**src/hdl/tdm_network_pkg.sv**
```systemverilog
// Constants shared by the TDM network-mode serial port.
// Assumes a single 100 MHz system clock; pins are sampled by the port itself.
package tdm_network_pkg;

  // ----------------------------------------------------------------
  // Word length and data width
  // ----------------------------------------------------------------
  localparam int unsigned DATA_W = 24;
  localparam logic [1:0] WL_SEL_8 = 2'h0;
  localparam logic [1:0] WL_SEL_12 = 2'h1;
  localparam logic [1:0] WL_SEL_16 = 2'h2;
  localparam logic [4:0] WL_BITS_8 = 5'h08;
  localparam logic [4:0] WL_BITS_12 = 5'h0c;
  localparam logic [4:0] WL_BITS_16 = 5'h10;
  localparam logic [4:0] WL_BITS_24 = 5'h18;

  // ----------------------------------------------------------------
  // Bit clock divider
  // ----------------------------------------------------------------
  localparam int unsigned DIV_W = 12;
  localparam int unsigned RANGE_SHIFT = 3;

  // ----------------------------------------------------------------
  // Reset values
  // ----------------------------------------------------------------
  localparam logic [DIV_W-1:0] DIV_RST = 12'h000;
  localparam logic [4:0] CNT_RST = 5'h00;
  localparam logic [DATA_W-1:0] WORD_RST = 24'h00_0000;
  localparam logic [1:0] FLAG_RST = 2'h0;
  localparam logic [1:0] SYNC_RST = 2'h0;
  localparam logic HOLD_EMPTY_RST = 1'b1;

  // Word length in bits from the two-bit select
  function automatic logic [4:0] wl_bits(input logic [1:0] sel);
    case (sel)
      WL_SEL_8: wl_bits = WL_BITS_8;
      WL_SEL_12: wl_bits = WL_BITS_12;
      WL_SEL_16: wl_bits = WL_BITS_16;
      default: wl_bits = WL_BITS_24;
    endcase
  endfunction : wl_bits

endpackage : tdm_network_pkg

```
**src/hdl/tdm_network_serial_port.sv**
```systemverilog
// TDM network-mode synchronous serial port: bit clock, frame sync,
// slot timing, transmit/receive holding words and their status flags.
// Assumes software drives the strobes from clk_in logic; link pins are async.

module tdm_network_serial_port
  import tdm_network_pkg::*;
(
  input wire logic clk_in, // System clock
  input wire logic rst_in, // Async reset, active high
  input wire logic ce_in, // Clock enable
  input wire logic network_select_in, // Network mode on
  input wire logic link_master_in, // Port makes bit clock and frame sync
  input wire logic [1:0] word_length_field_in, // Word length select
  input wire logic [4:0] slots_per_frame_field_in, // Slots minus one
  input wire logic prescaler_range_bit_in, // Extra divide by eight
  input wire logic [7:0] prescale_modulus_field_in, // Divider modulus
  input wire logic gated_clock_select_in, // Bit clock only while active
  input wire logic shared_clock_select_in, // Common tx/rx timing
  input wire logic [1:0] frame_pulse_length_bits_in, // Frame pulse length
  input wire logic xmit_on_bit_in, // Transmitter enable
  input wire logic rcv_on_bit_in, // Receiver enable
  input wire logic xmit_irq_on_in, // Transmit request enable
  input wire logic rcv_irq_on_in, // Receive request enable
  input wire logic [1:0] output_flag_bits_in, // Flags for the pins
  input wire logic xmit_hold_wr_in, // Write transmit holding word
  input wire logic [DATA_W-1:0] xmit_hold_data_in, // Word to send
  input wire logic slot_skip_wr_in, // Skip next slot
  input wire logic rcv_hold_rd_in, // Read receive holding word
  input wire logic xmit_underrun_clr_in, // Clear underrun flag
  input wire logic rcv_overrun_clr_in, // Clear overrun flag
  input wire logic serial_clk_in, // Bit clock from the link
  input wire logic frame_sync_in, // Frame sync from the link
  input wire logic serial_in_pin_in, // Receive data pin
  output logic serial_clk_out, // Bit clock to the link
  output logic frame_sync_out, // Frame sync to the link
  output logic serial_out_pin_out, // Transmit data pin
  output logic serial_out_oe_out, // Transmit pin drive enable
  output logic [1:0] output_flag_out, // Slot flag pins
  output logic xmit_hold_empty_out, // Holding word taken
  output logic xmit_underrun_flag_out, // Underrun sticky flag
  output logic rcv_hold_full_out, // Receive word ready
  output logic rcv_overrun_flag_out, // Overrun sticky flag
  output logic [DATA_W-1:0] rcv_hold_out, // Received word
  output logic xmit_frame_slot_out, // Loaded word is in slot 0
  output logic rcv_frame_slot_out, // Held word came from slot 0
  output logic xmit_irq_out, // Transmit service request
  output logic rcv_irq_out // Receive service request
);

  // ----------------------------------------------------------------
  // Pin synchronisers
  // ----------------------------------------------------------------
  logic [1:0] sclk_sync_r;
  logic [1:0] fsync_sync_r;
  logic [1:0] sdata_sync_r;
  logic sclk_prev_r;
  always_ff @(posedge clk_in or posedge rst_in) begin
    if (rst_in) begin
      sclk_sync_r <= SYNC_RST;
      fsync_sync_r <= SYNC_RST;
      sdata_sync_r <= SYNC_RST;
      sclk_prev_r <= 1'b0;
    end else if (ce_in) begin
      sclk_sync_r <= {sclk_sync_r[0], serial_clk_in};
      fsync_sync_r <= {fsync_sync_r[0], frame_sync_in};
      sdata_sync_r <= {sdata_sync_r[0], serial_in_pin_in};
      sclk_prev_r <= sclk_sync_r[1];
    end
  end

  // ----------------------------------------------------------------
  // Bit clock divider
  // ----------------------------------------------------------------
  logic [DIV_W-1:0] div_cnt_r;
  logic [DIV_W-1:0] div_reload;
  logic [8:0] modulus_plus1;
  logic clk_r;
  logic div_tick;
  assign modulus_plus1 = {1'b0, prescale_modulus_field_in} + 9'h001;
  assign div_reload = prescaler_range_bit_in ? {modulus_plus1, 3'h0} : {3'h0, modulus_plus1};
  assign div_tick = (div_cnt_r == DIV_RST);
  always_ff @(posedge clk_in or posedge rst_in) begin
    if (rst_in) begin
      div_cnt_r <= DIV_RST;
      clk_r <= 1'b0;
    end else if (ce_in) begin
      if (div_tick) begin
        div_cnt_r <= div_reload - 12'h001;
        clk_r <= ~clk_r;
      end else begin
        div_cnt_r <= div_cnt_r - 12'h001;
      end
    end
  end

  // ----------------------------------------------------------------
  // Bit edges and slot timing
  // ----------------------------------------------------------------
  logic rise_e;
  logic fall_e;
  logic [4:0] wl;
  logic [4:0] bit_cnt_r;
  logic [4:0] slot_cnt_r;
  logic run_r;
  logic fs_prev_r;
  logic end_slot;
  logic frame_start;
  logic slot_bound;
  assign rise_e = link_master_in ? (div_tick & ~clk_r) : (sclk_sync_r[1] & ~sclk_prev_r);
  assign fall_e = link_master_in ? (div_tick & clk_r) : (~sclk_sync_r[1] & sclk_prev_r);
  assign wl = wl_bits(word_length_field_in);
  assign end_slot = (bit_cnt_r == wl - 5'h01);
  // generated on wrap, detected on sync edge
  assign frame_start = link_master_in ?
    (~run_r | (end_slot & (slot_cnt_r == slots_per_frame_field_in))) :
    (fsync_sync_r[1] & ~fs_prev_r);
  assign slot_bound = rise_e & network_select_in & (frame_start | (run_r & end_slot));
  // slot count wraps at field value
  always_ff @(posedge clk_in or posedge rst_in) begin
    if (rst_in) begin
      bit_cnt_r <= CNT_RST;
      slot_cnt_r <= CNT_RST;
      run_r <= 1'b0;
      fs_prev_r <= 1'b0;
    end else if (ce_in) begin
      if (!network_select_in) begin
        bit_cnt_r <= CNT_RST;
        slot_cnt_r <= CNT_RST;
        run_r <= 1'b0;
      end else if (rise_e) begin
        fs_prev_r <= fsync_sync_r[1];
        if (frame_start) begin
          bit_cnt_r <= CNT_RST;
          slot_cnt_r <= CNT_RST;
          run_r <= 1'b1;
        end else if (run_r && end_slot) begin
          bit_cnt_r <= CNT_RST;
          slot_cnt_r <= (slot_cnt_r == slots_per_frame_field_in) ? CNT_RST : slot_cnt_r + 5'h01;
        end else if (run_r) begin
          bit_cnt_r <= bit_cnt_r + 5'h01;
        end
      end
    end
  end

  // ----------------------------------------------------------------
  // Clock, frame sync and flag pins
  // ----------------------------------------------------------------
  logic tx_active_r;
  logic rx_active_r;
  always_ff @(posedge clk_in or posedge rst_in) begin
    if (rst_in) begin
      serial_clk_out <= 1'b0;
      frame_sync_out <= 1'b0;
      output_flag_out <= FLAG_RST;
    end else if (ce_in) begin
      // gated clock only runs while a direction is active
      serial_clk_out <= link_master_in & clk_r & (~gated_clock_select_in | tx_active_r | rx_active_r);
      if (!link_master_in || !network_select_in) begin
        frame_sync_out <= 1'b0;
      end else if (rise_e) begin
        if (frame_start) begin
          frame_sync_out <= 1'b1;
        end else if (frame_pulse_length_bits_in != 2'h0 || end_slot) begin
          frame_sync_out <= 1'b0;
        end
      end
      if (slot_bound) begin
        output_flag_out <= output_flag_bits_in;
      end
    end
  end

  // ----------------------------------------------------------------
  // Transmitter
  // ----------------------------------------------------------------
  logic [DATA_W-1:0] xmit_hold_r;
  logic [DATA_W-1:0] last_word_r;
  logic [DATA_W-1:0] tx_shift_r;
  logic [DATA_W-1:0] tx_word;
  logic skip_pending_r;
  logic tx_off_seen_r;
  logic tx_active_nxt;
  logic [4:0] align_sh;
  assign tx_active_nxt = frame_start ? xmit_on_bit_in : (tx_active_r & ~tx_off_seen_r & xmit_on_bit_in);
  assign tx_word = xmit_hold_empty_out ? last_word_r : xmit_hold_r;
  assign align_sh = WL_BITS_24 - wl;
  always_ff @(posedge clk_in or posedge rst_in) begin
    if (rst_in) begin
      tx_active_r <= 1'b0;
      tx_off_seen_r <= 1'b0;
    end else if (ce_in) begin
      if (slot_bound) begin
        tx_active_r <= tx_active_nxt;
        tx_off_seen_r <= 1'b0;
      end else if (!xmit_on_bit_in && tx_active_r) begin
        tx_off_seen_r <= 1'b1;
      end
    end
  end

  always_ff @(posedge clk_in or posedge rst_in) begin
    if (rst_in) begin
      tx_shift_r <= WORD_RST;
      last_word_r <= WORD_RST;
      serial_out_pin_out <= 1'b0;
      serial_out_oe_out <= 1'b0;
      xmit_frame_slot_out <= 1'b0;
    end else if (ce_in) begin
      if (slot_bound) begin
        xmit_frame_slot_out <= frame_start;
        if (tx_active_nxt && !skip_pending_r) begin
          tx_shift_r <= (tx_word << align_sh) << 1;
          serial_out_pin_out <= tx_word[wl - 5'h01];
          serial_out_oe_out <= 1'b1;
          last_word_r <= tx_word;
        end else begin
          // skipped or idle slot stays undriven
          serial_out_oe_out <= 1'b0;
        end
      end else if (rise_e && run_r) begin
        serial_out_pin_out <= tx_shift_r[DATA_W-1];
        tx_shift_r <= tx_shift_r << 1;
      end
      if (!network_select_in) begin
        serial_out_oe_out <= 1'b0;
      end
    end
  end

  always_ff @(posedge clk_in or posedge rst_in) begin
    if (rst_in) begin
      xmit_hold_r <= WORD_RST;
      xmit_hold_empty_out <= HOLD_EMPTY_RST;
      skip_pending_r <= 1'b0;
      xmit_underrun_flag_out <= 1'b0;
    end else if (ce_in) begin
      // a write beats the same-cycle load
      if (xmit_hold_wr_in || slot_skip_wr_in) begin
        xmit_hold_empty_out <= 1'b0;
        skip_pending_r <= slot_skip_wr_in & ~xmit_hold_wr_in;
      end else if (slot_bound && tx_active_nxt) begin
        xmit_hold_empty_out <= 1'b1;
        skip_pending_r <= 1'b0;
      end
      if (xmit_hold_wr_in) begin
        xmit_hold_r <= xmit_hold_data_in;
      end
      if (slot_bound && tx_active_nxt && xmit_hold_empty_out && !skip_pending_r) begin
        xmit_underrun_flag_out <= 1'b1;
      end else if (xmit_underrun_clr_in) begin
        xmit_underrun_flag_out <= 1'b0;
      end
    end
  end

  // ----------------------------------------------------------------
  // Receiver
  // ----------------------------------------------------------------
  logic [DATA_W-1:0] rx_shift_r;
  logic [DATA_W-1:0] rx_mask;
  logic rx_off_seen_r;
  logic rx_take;
  // Shared timing only: tx and rx always use one clock and sync
  assign rx_mask = 24'hFF_FFFF >> align_sh;
  // every completed slot of an active receiver
  assign rx_take = slot_bound & run_r & rx_active_r;
  always_ff @(posedge clk_in or posedge rst_in) begin
    if (rst_in) begin
      rx_active_r <= 1'b0;
      rx_off_seen_r <= 1'b0;
      rx_shift_r <= WORD_RST;
    end else if (ce_in) begin
      // toggled enable waits for frame start
      if (slot_bound) begin
        rx_active_r <= frame_start ? rcv_on_bit_in : (rx_active_r & ~rx_off_seen_r & rcv_on_bit_in);
        rx_off_seen_r <= 1'b0;
      end else if (!rcv_on_bit_in && rx_active_r) begin
        rx_off_seen_r <= 1'b1;
      end
      if (fall_e && run_r) begin
        rx_shift_r <= {rx_shift_r[DATA_W-2:0], sdata_sync_r[1]};
      end
    end
  end

  always_ff @(posedge clk_in or posedge rst_in) begin
    if (rst_in) begin
      rcv_hold_out <= WORD_RST;
      rcv_hold_full_out <= 1'b0;
      rcv_overrun_flag_out <= 1'b0;
      rcv_frame_slot_out <= 1'b0;
    end else if (ce_in) begin
      // unread full word drops the new one; a same-cycle read frees it
      if (rx_take && (!rcv_hold_full_out || rcv_hold_rd_in)) begin
        rcv_hold_out <= rx_shift_r & rx_mask;
        rcv_frame_slot_out <= (slot_cnt_r == CNT_RST);
      end
      // full on transfer, set beats read
      if (rx_take) begin
        rcv_hold_full_out <= 1'b1;
      end else if (rcv_hold_rd_in) begin
        rcv_hold_full_out <= 1'b0;
      end
      if (rx_take && rcv_hold_full_out && !rcv_hold_rd_in) begin
        rcv_overrun_flag_out <= 1'b1;
      end else if (rcv_overrun_clr_in) begin
        rcv_overrun_flag_out <= 1'b0;
      end
    end
  end

  // ----------------------------------------------------------------
  // Service requests
  // ----------------------------------------------------------------
  // Level requests lag the flags by one cycle to stay registered
  always_ff @(posedge clk_in or posedge rst_in) begin
    if (rst_in) begin
      xmit_irq_out <= 1'b0;
      rcv_irq_out <= 1'b0;
    end else if (ce_in) begin
      xmit_irq_out <= xmit_irq_on_in & xmit_hold_empty_out & tx_active_r;
      rcv_irq_out <= rcv_irq_on_in & rcv_hold_full_out;
    end
  end

endmodule : tdm_network_serial_port

```
**config.mk**
```make
export PLATFORM = sky130hd
export DESIGN_NAME = tdm_network_serial_port
export DESIGN_NICKNAME = d
export VERILOG_FILES = /design/src/hdl/tdm_network_pkg.sv /design/src/hdl/tdm_network_serial_port.sv
export SDC_FILE = /design/constraint.sdc
export NUM_CORES = 1
export LEC_CHECK = 0
export BUFFER_PORTS_ARGS = -buffer_cell sky130_fd_sc_hd__buf_2
export CORE_ASPECT_RATIO = 1.5
export CORE_MARGIN = 10
export CORE_UTILIZATION = 50
export CTS_BUF_LIST = sky130_fd_sc_hd__clkbuf_8
export DETAILED_ROUTE_END_ITERATION = 10
export PLACE_DENSITY = 0.7
export SLEW_MARGIN = 20
export SYNTH_ARGS = -nofsm -noshare
export SYNTH_HDL_FRONTEND = slang
export SYNTH_SLANG_ARGS = --single-unit
```
**constraint.sdc**
```tcl
create_clock -name clk_in -period 14.22 [get_ports clk_in]
set_input_delay 1.422 -clock clk_in [delete_from_list [all_inputs] [get_ports clk_in]]
set_output_delay 1.422 -clock clk_in [all_outputs]
set_load 0.01 [all_outputs]
```
==> flow_summary.rst, run 1 <==
.. list-table::
   :header-rows: 1

   * - Metric
     - Value
   * - Async set or reset register ratio after synthesis
     - 1.000
   * - Setup WS pre-CTS
     - 9.658 ns
   * - Global-route usage over all layers
     - 0.1623
   * - RSZ-0062 raised after global routing
     - no
   * - Sort of element at the start of the critical path
     - input pin
   * - Mean instance size in the synthesized netlist
     - 10.92 sq um
   * - Post-Syn Area
     - 8743 sq um
   * - Core Footprint
     - roughly 17,000 sq um
   * - Fraction of layout cells with a size suffix above 1
     - 0.2769
   * - Clock sink count
     - 170
   * - Die Height
     - 182.0 microns
   * - Placer's final routability congestion estimate
     - approximately 0.85
   * - Resize count post-CTS
     - 0
   * - Number of ports placed on the die boundary
     - 101
   * - Flip-flop and latch area
     - 4255 sq um
   * - Clock-pin transition on the worst setup and hold timing paths
     - 0.10 ns
   * - Pin count of the biggest net entering global routing
     - 93
   * - Total power after layout
     - 1.234 mW
   * - Number of hold buffers added after cts
     - 0
   * - Sequential area share after synthesis
     - 0.4867
   * - First-pass GRT wire length
     - 31.37 mm
   * - Largest stage delay on the critical path
     - 0.50 ns
   * - Worst-case reg-to-reg path depth
     - 8
   * - Flip-flop and latch count after synthesis
     - 170
   * - Area of combinational cells with multiple inputs
     - 4155 sq um
   * - GR met1 Demand/Resource
     - 0.2046
   * - Die Footprint
     - 23,280 sq um
   * - PwrDens
     - 125.6 nW/um^2
   * - Crit Path Class
     - in2reg
   * - Number of antenna violations at the first check in global routing
     - 0
   * - Routed len/inst
     - roughly 17 microns
   * - Post-route setup TNS
     - 0 ns
   * - Final setup violating endpoints
     - 0
   * - Instance area at placement
     - between 9000 and 10,000 sq um
   * - Number of global-route vias before repair
     - 6,379
   * - Cell with the largest stage delay on the worst path
     - nor4_4
   * - Critical path endpoint category
     - flip-flop
   * - Die width
     - roughly 130 microns
   * - Peak supply drop
     - 71.59 uV
   * - CP required
     - 14.57 ns
   * - Final instance area
     - 9828 sq um
   * - Total iterations of the first detailed-routing run
     - 4
   * - Final hold violation count
     - 0
   * - Master cell of the clock root buffer
     - clkbuf_8
   * - Crit path DAT
     - 4.44 ns
   * - Sum of overflow across all layers after global routing
     - 0
   * - Min setup slack post-route
     - 10.13 ns
   * - Site row count
     - 59
   * - Routed wire length
     - around 18 mm
   * - Count of flip-flops with a built-in enable after synthesis
     - 0
   * - Count of buffer and inverter cells on the critical path
     - 4
   * - Most numerous cell on the critical path
     - buf_4
   * - Headroom to the max-slew limit
     - 0.3490
   * - Number of buffers inserted during clock tree synthesis
     - 17
   * - Half-perimeter wire length of the detailed placement result
     - 13.20 mm
   * - Number of antenna repair diodes
     - 0
   * - Max Buffers Root-to-Sink
     - 2
   * - Detailed-route via count
     - about 6,200
   * - Instance count on the critical path
     - 12
   * - Distinct cell type count after synthesis
     - 64
   * - Iteration-0 DRC count of the detailed router
     - around 320
   * - Filler cells
     - 1,504
   * - Top fanout value on the critical path
     - 26
   * - Upper clock frequency limit
     - about 240 MHz
   * - Leak
     - approximately 4.5 nW
   * - Starting density of the core
     - 0.5062
   * - Ratio of routed vias to standard cells
     - between 5 and 6
   * - Area Growth Syn to Fin
     - 12.41%
   * - Post-CTS repair timing setup buffer count
     - 0
   * - Final slew viol count
     - 0
   * - Worst path top cell family by delay
     - simple AND/OR/NAND/NOR gates
   * - Count of port buffers added during placement
     - 99
   * - Number of max-cap violations
     - 0
   * - Worst setup slack for register-to-register paths
     - 11.03 ns
   * - Count of antenna-violating nets left after detailed routing
     - 0
   * - Number of levels the H-tree was split into
     - 4
   * - Clock tree from TritonCTS
     - yes
   * - Post-Synthesis Net Count
     - 873
   * - Global Route met3 Usage
     - 0.03120
   * - Routing usage on met2
     - 0.2706
   * - Primary flip-flop cell chosen by synthesis mapping
     - dfrtp_1
   * - DR DRC count
     - 0
   * - Clock network latency to the later pin of the worst-skew pair
     - 0.48 ns
   * - Min cycle time layout
     - 4.085 ns
   * - Period utilization
     - 0.2873
   * - Class of the worst hold path
     - reg2reg
   * - Layout net count
     - between 900 and 1,000
   * - Busiest layer in global routing
     - met2
   * - Critical Path, Cell by Cell
     - buf_2 -> inv_1 -> ha_1 -> buf_4 -> xor2_1 -> and4_1 -> a21boi_0 -> nor4_4 -> nand3_2 -> nor2b_2 -> buf_4 -> mux2_2
   * - Slew at the pin closest to its max-slew limit
     - just under 1 ns
   * - Cell depth of the worst hold path
     - 1
   * - Clock Skews
     - 0.02819 ns
   * - Total number of yosys warnings
     - 0
   * - Cells after Synth
     - 801
   * - Outcome
     - finished clean
per-stage QoR:
| step | hold slack (ns) | utilization | cells |
|---|---|---|---|
| after floorplan | 0.4496 | - | 801 |
| after global placement | 0.4569 | 0.5445 | 1083 |
| after detailed placement | 0.4649 | 0.5445 | 1083 |
| after CTS | 0.4905 | 0.5678 | 1115 |
| after global routing | 0.5070 | 0.5690 | 1116 |
| final | 0.4857 | 0.5690 | 1116 |
sequential cells by signal, summed over array words and instances, names as in the netlist, 5 cells and up:
register      cells
bit_cnt_r         5
div_cnt_r        12
last_word_r      24
rcv_hold_out     24
rx_shift_r       24
slot_cnt_r        5
tx_shift_r       23
xmit_hold_r      24
cell families after synthesis:
family                   synth area share
AND/OR/NAND/NOR                    0.1289
buffers and inverters             0.03892
XOR/XNOR                          0.01603
multiplexers                       0.2199
AO/OA/AOI/OAI                     0.09660
adder cells (fa/ha/maj)           0.01288
flip-flops                         0.4867
power by group:
part           internal (mW)  switching [mW]
Clock                  0.136           0.204
Combinational          0.125           0.141
Sequential             0.564          0.0644
Yosys cell counts (all sizes together), types with 10 or more instances:
cell    number  share of area
a21oi       49          0.028
buf         21          0.014
clkbuf      21         0.0090
dfrtp      169           0.48
inv         37          0.016
mux2        97           0.12
mux2i       47          0.054
mux4        16          0.041
nand2       75          0.032
nand3       23          0.014
nor2        64          0.027
nor3        23          0.014
o21ai       32          0.018
xor2        10          0.010
layout make-up:
type | count | share of cell area
sequential | 170 | 0.4330
clock buffer | 18 | 0.02521
clock inverter | 14 | 0.01566
inverter | 37 | 0.01464
multi-input combinational | 552 | 0.4228
timing repair buffer | 112 | 0.06162
tap | 213 | 0.02712
worst paths after layout:
path                                              from                            to
min in group asynchronous                       rst_in      div_cnt_r[9]$_DFFE_PP0P_
hold / removal             rcv_hold_out[4]$_DFFE_PP0P_   rcv_hold_out[4]$_DFFE_PP0P_
hold reg to reg            rcv_hold_out[4]$_DFFE_PP0P_   rcv_hold_out[4]$_DFFE_PP0P_
setup / recovery               word_length_field_in[1]  rcv_hold_out[10]$_DFFE_PP0P_
setup reg to reg             div_cnt_r[11]$_DFFE_PP0P_  rcv_hold_out[10]$_DFFE_PP0P_
max in group asynchronous                       rst_in    tx_shift_r[12]$_DFFE_PP0P_
placed cells by master (no fill, tap or decap), types with 5 or more instances in the layout:
cell	Yosys	final
mux2_2	73	73
xnor2_1	6	6
o21ai_0	32	32
ha_1	9	9
a21o_1	6	6
dfrtp_1	169	169
mux2i_1	47	47
nand2_1	75	75
nor2_1	64	64
inv_8	0	5
a21oi_1	49	49
nand4_1	6	6
buf_4	3	12
inv_1	37	36
clkbuf_8	0	18
mux4_2	16	16
nand2b_1	8	8
buf_2	11	99
nor3_1	21	20
nand3_1	21	21
nor2b_1	9	8
xor2_1	10	10
a31oi_1	6	6
a22o_1	5	5
mux2_1	24	24
per-layer routing:
metal  wire, microns  up-vias  share of wire
met5               0        -              0
met4             288        0          0.016
met3             726       21          0.039
met2            9361      111           0.51
met1            8075     3079           0.44
li1                -     3035              -
No activity file was read; power rests on OpenSTA's default activity.
==> inputs of run 2 (changes only) <==
ABC_AREA = 1   (was unset)
PLACE_DENSITY = 0.73   (was 0.7)
clock period = 3.7 ns   (was 14.22 ns; I/O delays follow)
==> flow_summary.rst, run 2 <==
.. list-table::
   :header-rows: 1

   * - Metric
     - Value
   * - Number of antenna violations at the first check in global routing
     - 0
   * - Sum of overflow across all layers after global routing
     - 0
   * - Starting density of the core
     - 0.5093
   * - Routing usage on met2
     - 0.3176
   * - Filler cells
     - 1,642
   * - Total number of yosys warnings
     - 0
   * - Share of the core filled with cells in the final layout
     - 0.5692
   * - Async set or reset register ratio after synthesis
     - 1.000
   * - Number of ports placed on the die boundary
     - around 100
   * - Site row count
     - 59
   * - Clock network latency to the later pin of the worst-skew pair
     - 0.47 ns
   * - Mean instance size in the synthesized netlist
     - 7.798 sq um
   * - Cell types occupying the most area after synthesis
     - dfrtp_1, nand2_1, o21ai_0
   * - Hold Slack
     - 0.1043 ns
   * - Routed len/inst
     - 14.36 microns
   * - Count of port buffers added during placement
     - 99
   * - Count of flip-flops with a built-in enable after synthesis
     - 0
   * - Peak supply drop
     - 353.7 uV
   * - Clock sink count
     - 170
   * - Die Footprint
     - 23,500 sq um
   * - First-pass GRT wire length
     - around 35 mm
   * - Number of levels the H-tree was split into
     - 4
   * - Outcome
     - finished clean
   * - Final hold violation count
     - 0
   * - Upper clock frequency limit
     - 363.1 MHz
   * - Global Route met3 Usage
     - 0.03666
   * - Critical path endpoint category
     - flip-flop
   * - Master cell of the clock root buffer
     - clkbuf_8
   * - Area Growth Syn to Fin
     - 11.77%
   * - Clock tree from TritonCTS
     - yes
   * - Fraction of layout cells with a size suffix above 1
     - 0.1676
   * - Distinct cell type count after synthesis
     - 41
   * - Setup WS pre-CTS
     - roughly 0.48 ns
   * - Global-route usage over all layers
     - 0.1813
   * - Most used standard cell by instance count after synthesis
     - nand2_1
   * - GR met1 Demand/Resource
     - 0.2135
   * - Detailed-route via count
     - 7,462
   * - DR DRC count
     - 0
   * - Min setup slack post-route
     - around 0.95 ns
   * - Number of global-route vias before repair
     - 7,269
   * - Pin count of the biggest net entering global routing
     - 83
   * - Final non-filler cell total
     - between 1,000 and 1,500
   * - Headroom to the max-slew limit
     - 0.5741
   * - Primary flip-flop cell chosen by synthesis mapping
     - dfrtp_1
   * - Area share of the largest cell type after synthesis
     - 0.4787
   * - Die width
     - 128.5 microns
   * - CP required
     - between 4 and 5 ns
   * - Iteration-0 DRC count of the detailed router
     - 519
   * - Final slew viol count
     - 0
   * - Number of buffers inserted during clock tree synthesis
     - 17
   * - Sequential area share after synthesis
     - 0.4817
   * - Post-route setup TNS
     - 0 ns
   * - Die Height
     - 182.8 microns
   * - Flip-flop and latch count after synthesis
     - 170
   * - Most common library cell in the layout ignoring fill and taps
     - nand2_1
   * - Most numerous cell types in the synthesized netlist
     - nand2_1, dfrtp_1, o21ai_0
   * - Final instance area
     - 9874 sq um
   * - Count of antenna-violating nets left after detailed routing
     - 0
   * - Post-Synthesis Net Count
     - 1,205
   * - Total power after layout
     - 4.791 mW
   * - Post-CTS repair timing setup buffer count
     - 0
   * - Clock Skews
     - 0.01376 ns
   * - Final setup violating endpoints
     - 0
   * - Number of antenna repair diodes
     - 0
   * - PwrDens
     - approximately 490 nW/um^2
   * - Period utilization
     - 0.7443
   * - Busiest layer in global routing
     - met2
   * - Max Buffers Root-to-Sink
     - 2
   * - Ratio of routed vias to standard cells
     - 5.175
   * - Class of the worst hold path
     - in2reg
   * - Layout net count
     - 1,288
   * - Clock-pin transition on the worst setup and hold timing paths
     - 0.09 ns
   * - Placed Instances
     - between 1,000 and 1,500
   * - Number of max-cap violations
     - 0
   * - Cells after Synth
     - 1,133
   * - Area leader, netlist
     - dfrtp_1
   * - Crit path DAT
     - around 3.2 ns
   * - Routed wire length
     - 20.71 mm
   * - Min cycle time layout
     - 2.754 ns
   * - Half-perimeter wire length of the detailed placement result
     - 15.32 mm
   * - Sort of element at the start of the critical path
     - input pin
   * - Top fanout value on the critical path
     - 26
   * - Post-Syn Area
     - approximately 8800 sq um
   * - Leak
     - 5.208 nW
   * - Total iterations of the first detailed-routing run
     - 5
   * - Commonest cells after routing, fill and taps aside
     - nand2_1, dfrtp_1, o21ai_0, buf_2, inv_1
   * - Instance area at placement
     - between 9000 and 10,000 sq um
   * - Crit Path Class
     - in2reg
   * - RSZ-0062 raised after global routing
     - no
   * - Core Footprint
     - around 17,000 sq um
   * - Placer's final routability congestion estimate
     - roughly 0.94
   * - Slew at the pin closest to its max-slew limit
     - 0.6366 ns
run 2: cell count changes after synthesis, moves of 24 or more:
cell | before | now
o21ai_0 | 32 | 112
mux2_1 | 24 | 0
mux2i_1 | 47 | 13
inv_1 | 37 | 93
nand3_1 | 21 | 82
mux2_2 | 73 | 19
nand2_1 | 75 | 391
run 2: logic make-up after synthesis:
group	synth area share
AOI/OAI and AO/OA	0.09758
xor gates and xnor gates	0.008923
buffers and inverters	0.07166
and+or+nand+nor	0.2885
adders and majority gates	0.01275
muxes	0.03895
DFF	0.4817
run 2: critical path: stages:
cell and delay [ns]:
buf_2 0.11, inv_1 0.09, ha_1 0.31, inv_2 0.21, nand2_1 0.10, nand2_1 0.06
nor3_2 0.34, nand2_1 0.21, nand3_4 0.16, nand2_4 0.10, nor2_8 0.20, nand2_4 0.24
nand2_2 0.45, nand2_1 0.10, nand2_1 0.09
run 2: path summary, 6_finish.rpt:
check | from | endpoint | slack [ns] | cells past startpoint
min in group asynchronous | rst_in | rcv_hold_out[6]$_DFFE_PP0P_ | 0.47 | 3
hold reg to reg | rcv_hold_out[1]$_DFFE_PP0P_ | rcv_hold_out[1]$_DFFE_PP0P_ | 0.47 | 2
max in group asynchronous | rst_in | xmit_hold_r[3]$_DFFE_PP0P_ | 2.38 | 4
hold / removal | frame_sync_in | fsync_sync_r[0]$_DFFE_PP0P_ | 0.10 | 3
setup reg to reg | div_cnt_r[11]$_DFFE_PP0P_ | tx_shift_r[18]$_DFFE_PP0P_ | 0.97 | 12
setup / recovery | word_length_field_in[1] | tx_shift_r[18]$_DFFE_PP0P_ | 0.95 | 15
run 2: cell type report:
cell class / instances / area, sq um / share of cell area
inverter: 99 / 375.4 / 0.03801
sequential: 170 / 4255 / 0.4309
timing repair buffer: 116 / 638.1 / 0.06462
clock inverter: 13 / 128.9 / 0.01305
clock buffer: 19 / 261.5 / 0.02648
tap: 213 / 266.5 / 0.02699
multi-input combinational: 812 / 3949 / 0.3999
run 2: what timing repair did:
action                     4_1_cts  5_1_grt
hold buffers                     1        0
gates resized for setup          0        0
hold endpoints to repair        18        0
setup endpoints to repair        0        0
run 2: power by group:
| part | switching (mW) | leakage, nW | internal (mW) |
|---|---|---|---|
| Combinational | 0.671 | 2.82 | 0.415 |
| Sequential | 0.204 | 2.20 | 2.19 |
| Clock | 0.728 | 0.188 | 0.582 |
run 2: metal layers:
layer / vias up / share of wire
met5: - / 0
met4: 0 / 0.021
met3: 30 / 0.040
met2: 149 / 0.52
met1: 3498 / 0.42
li1: 3785 / -
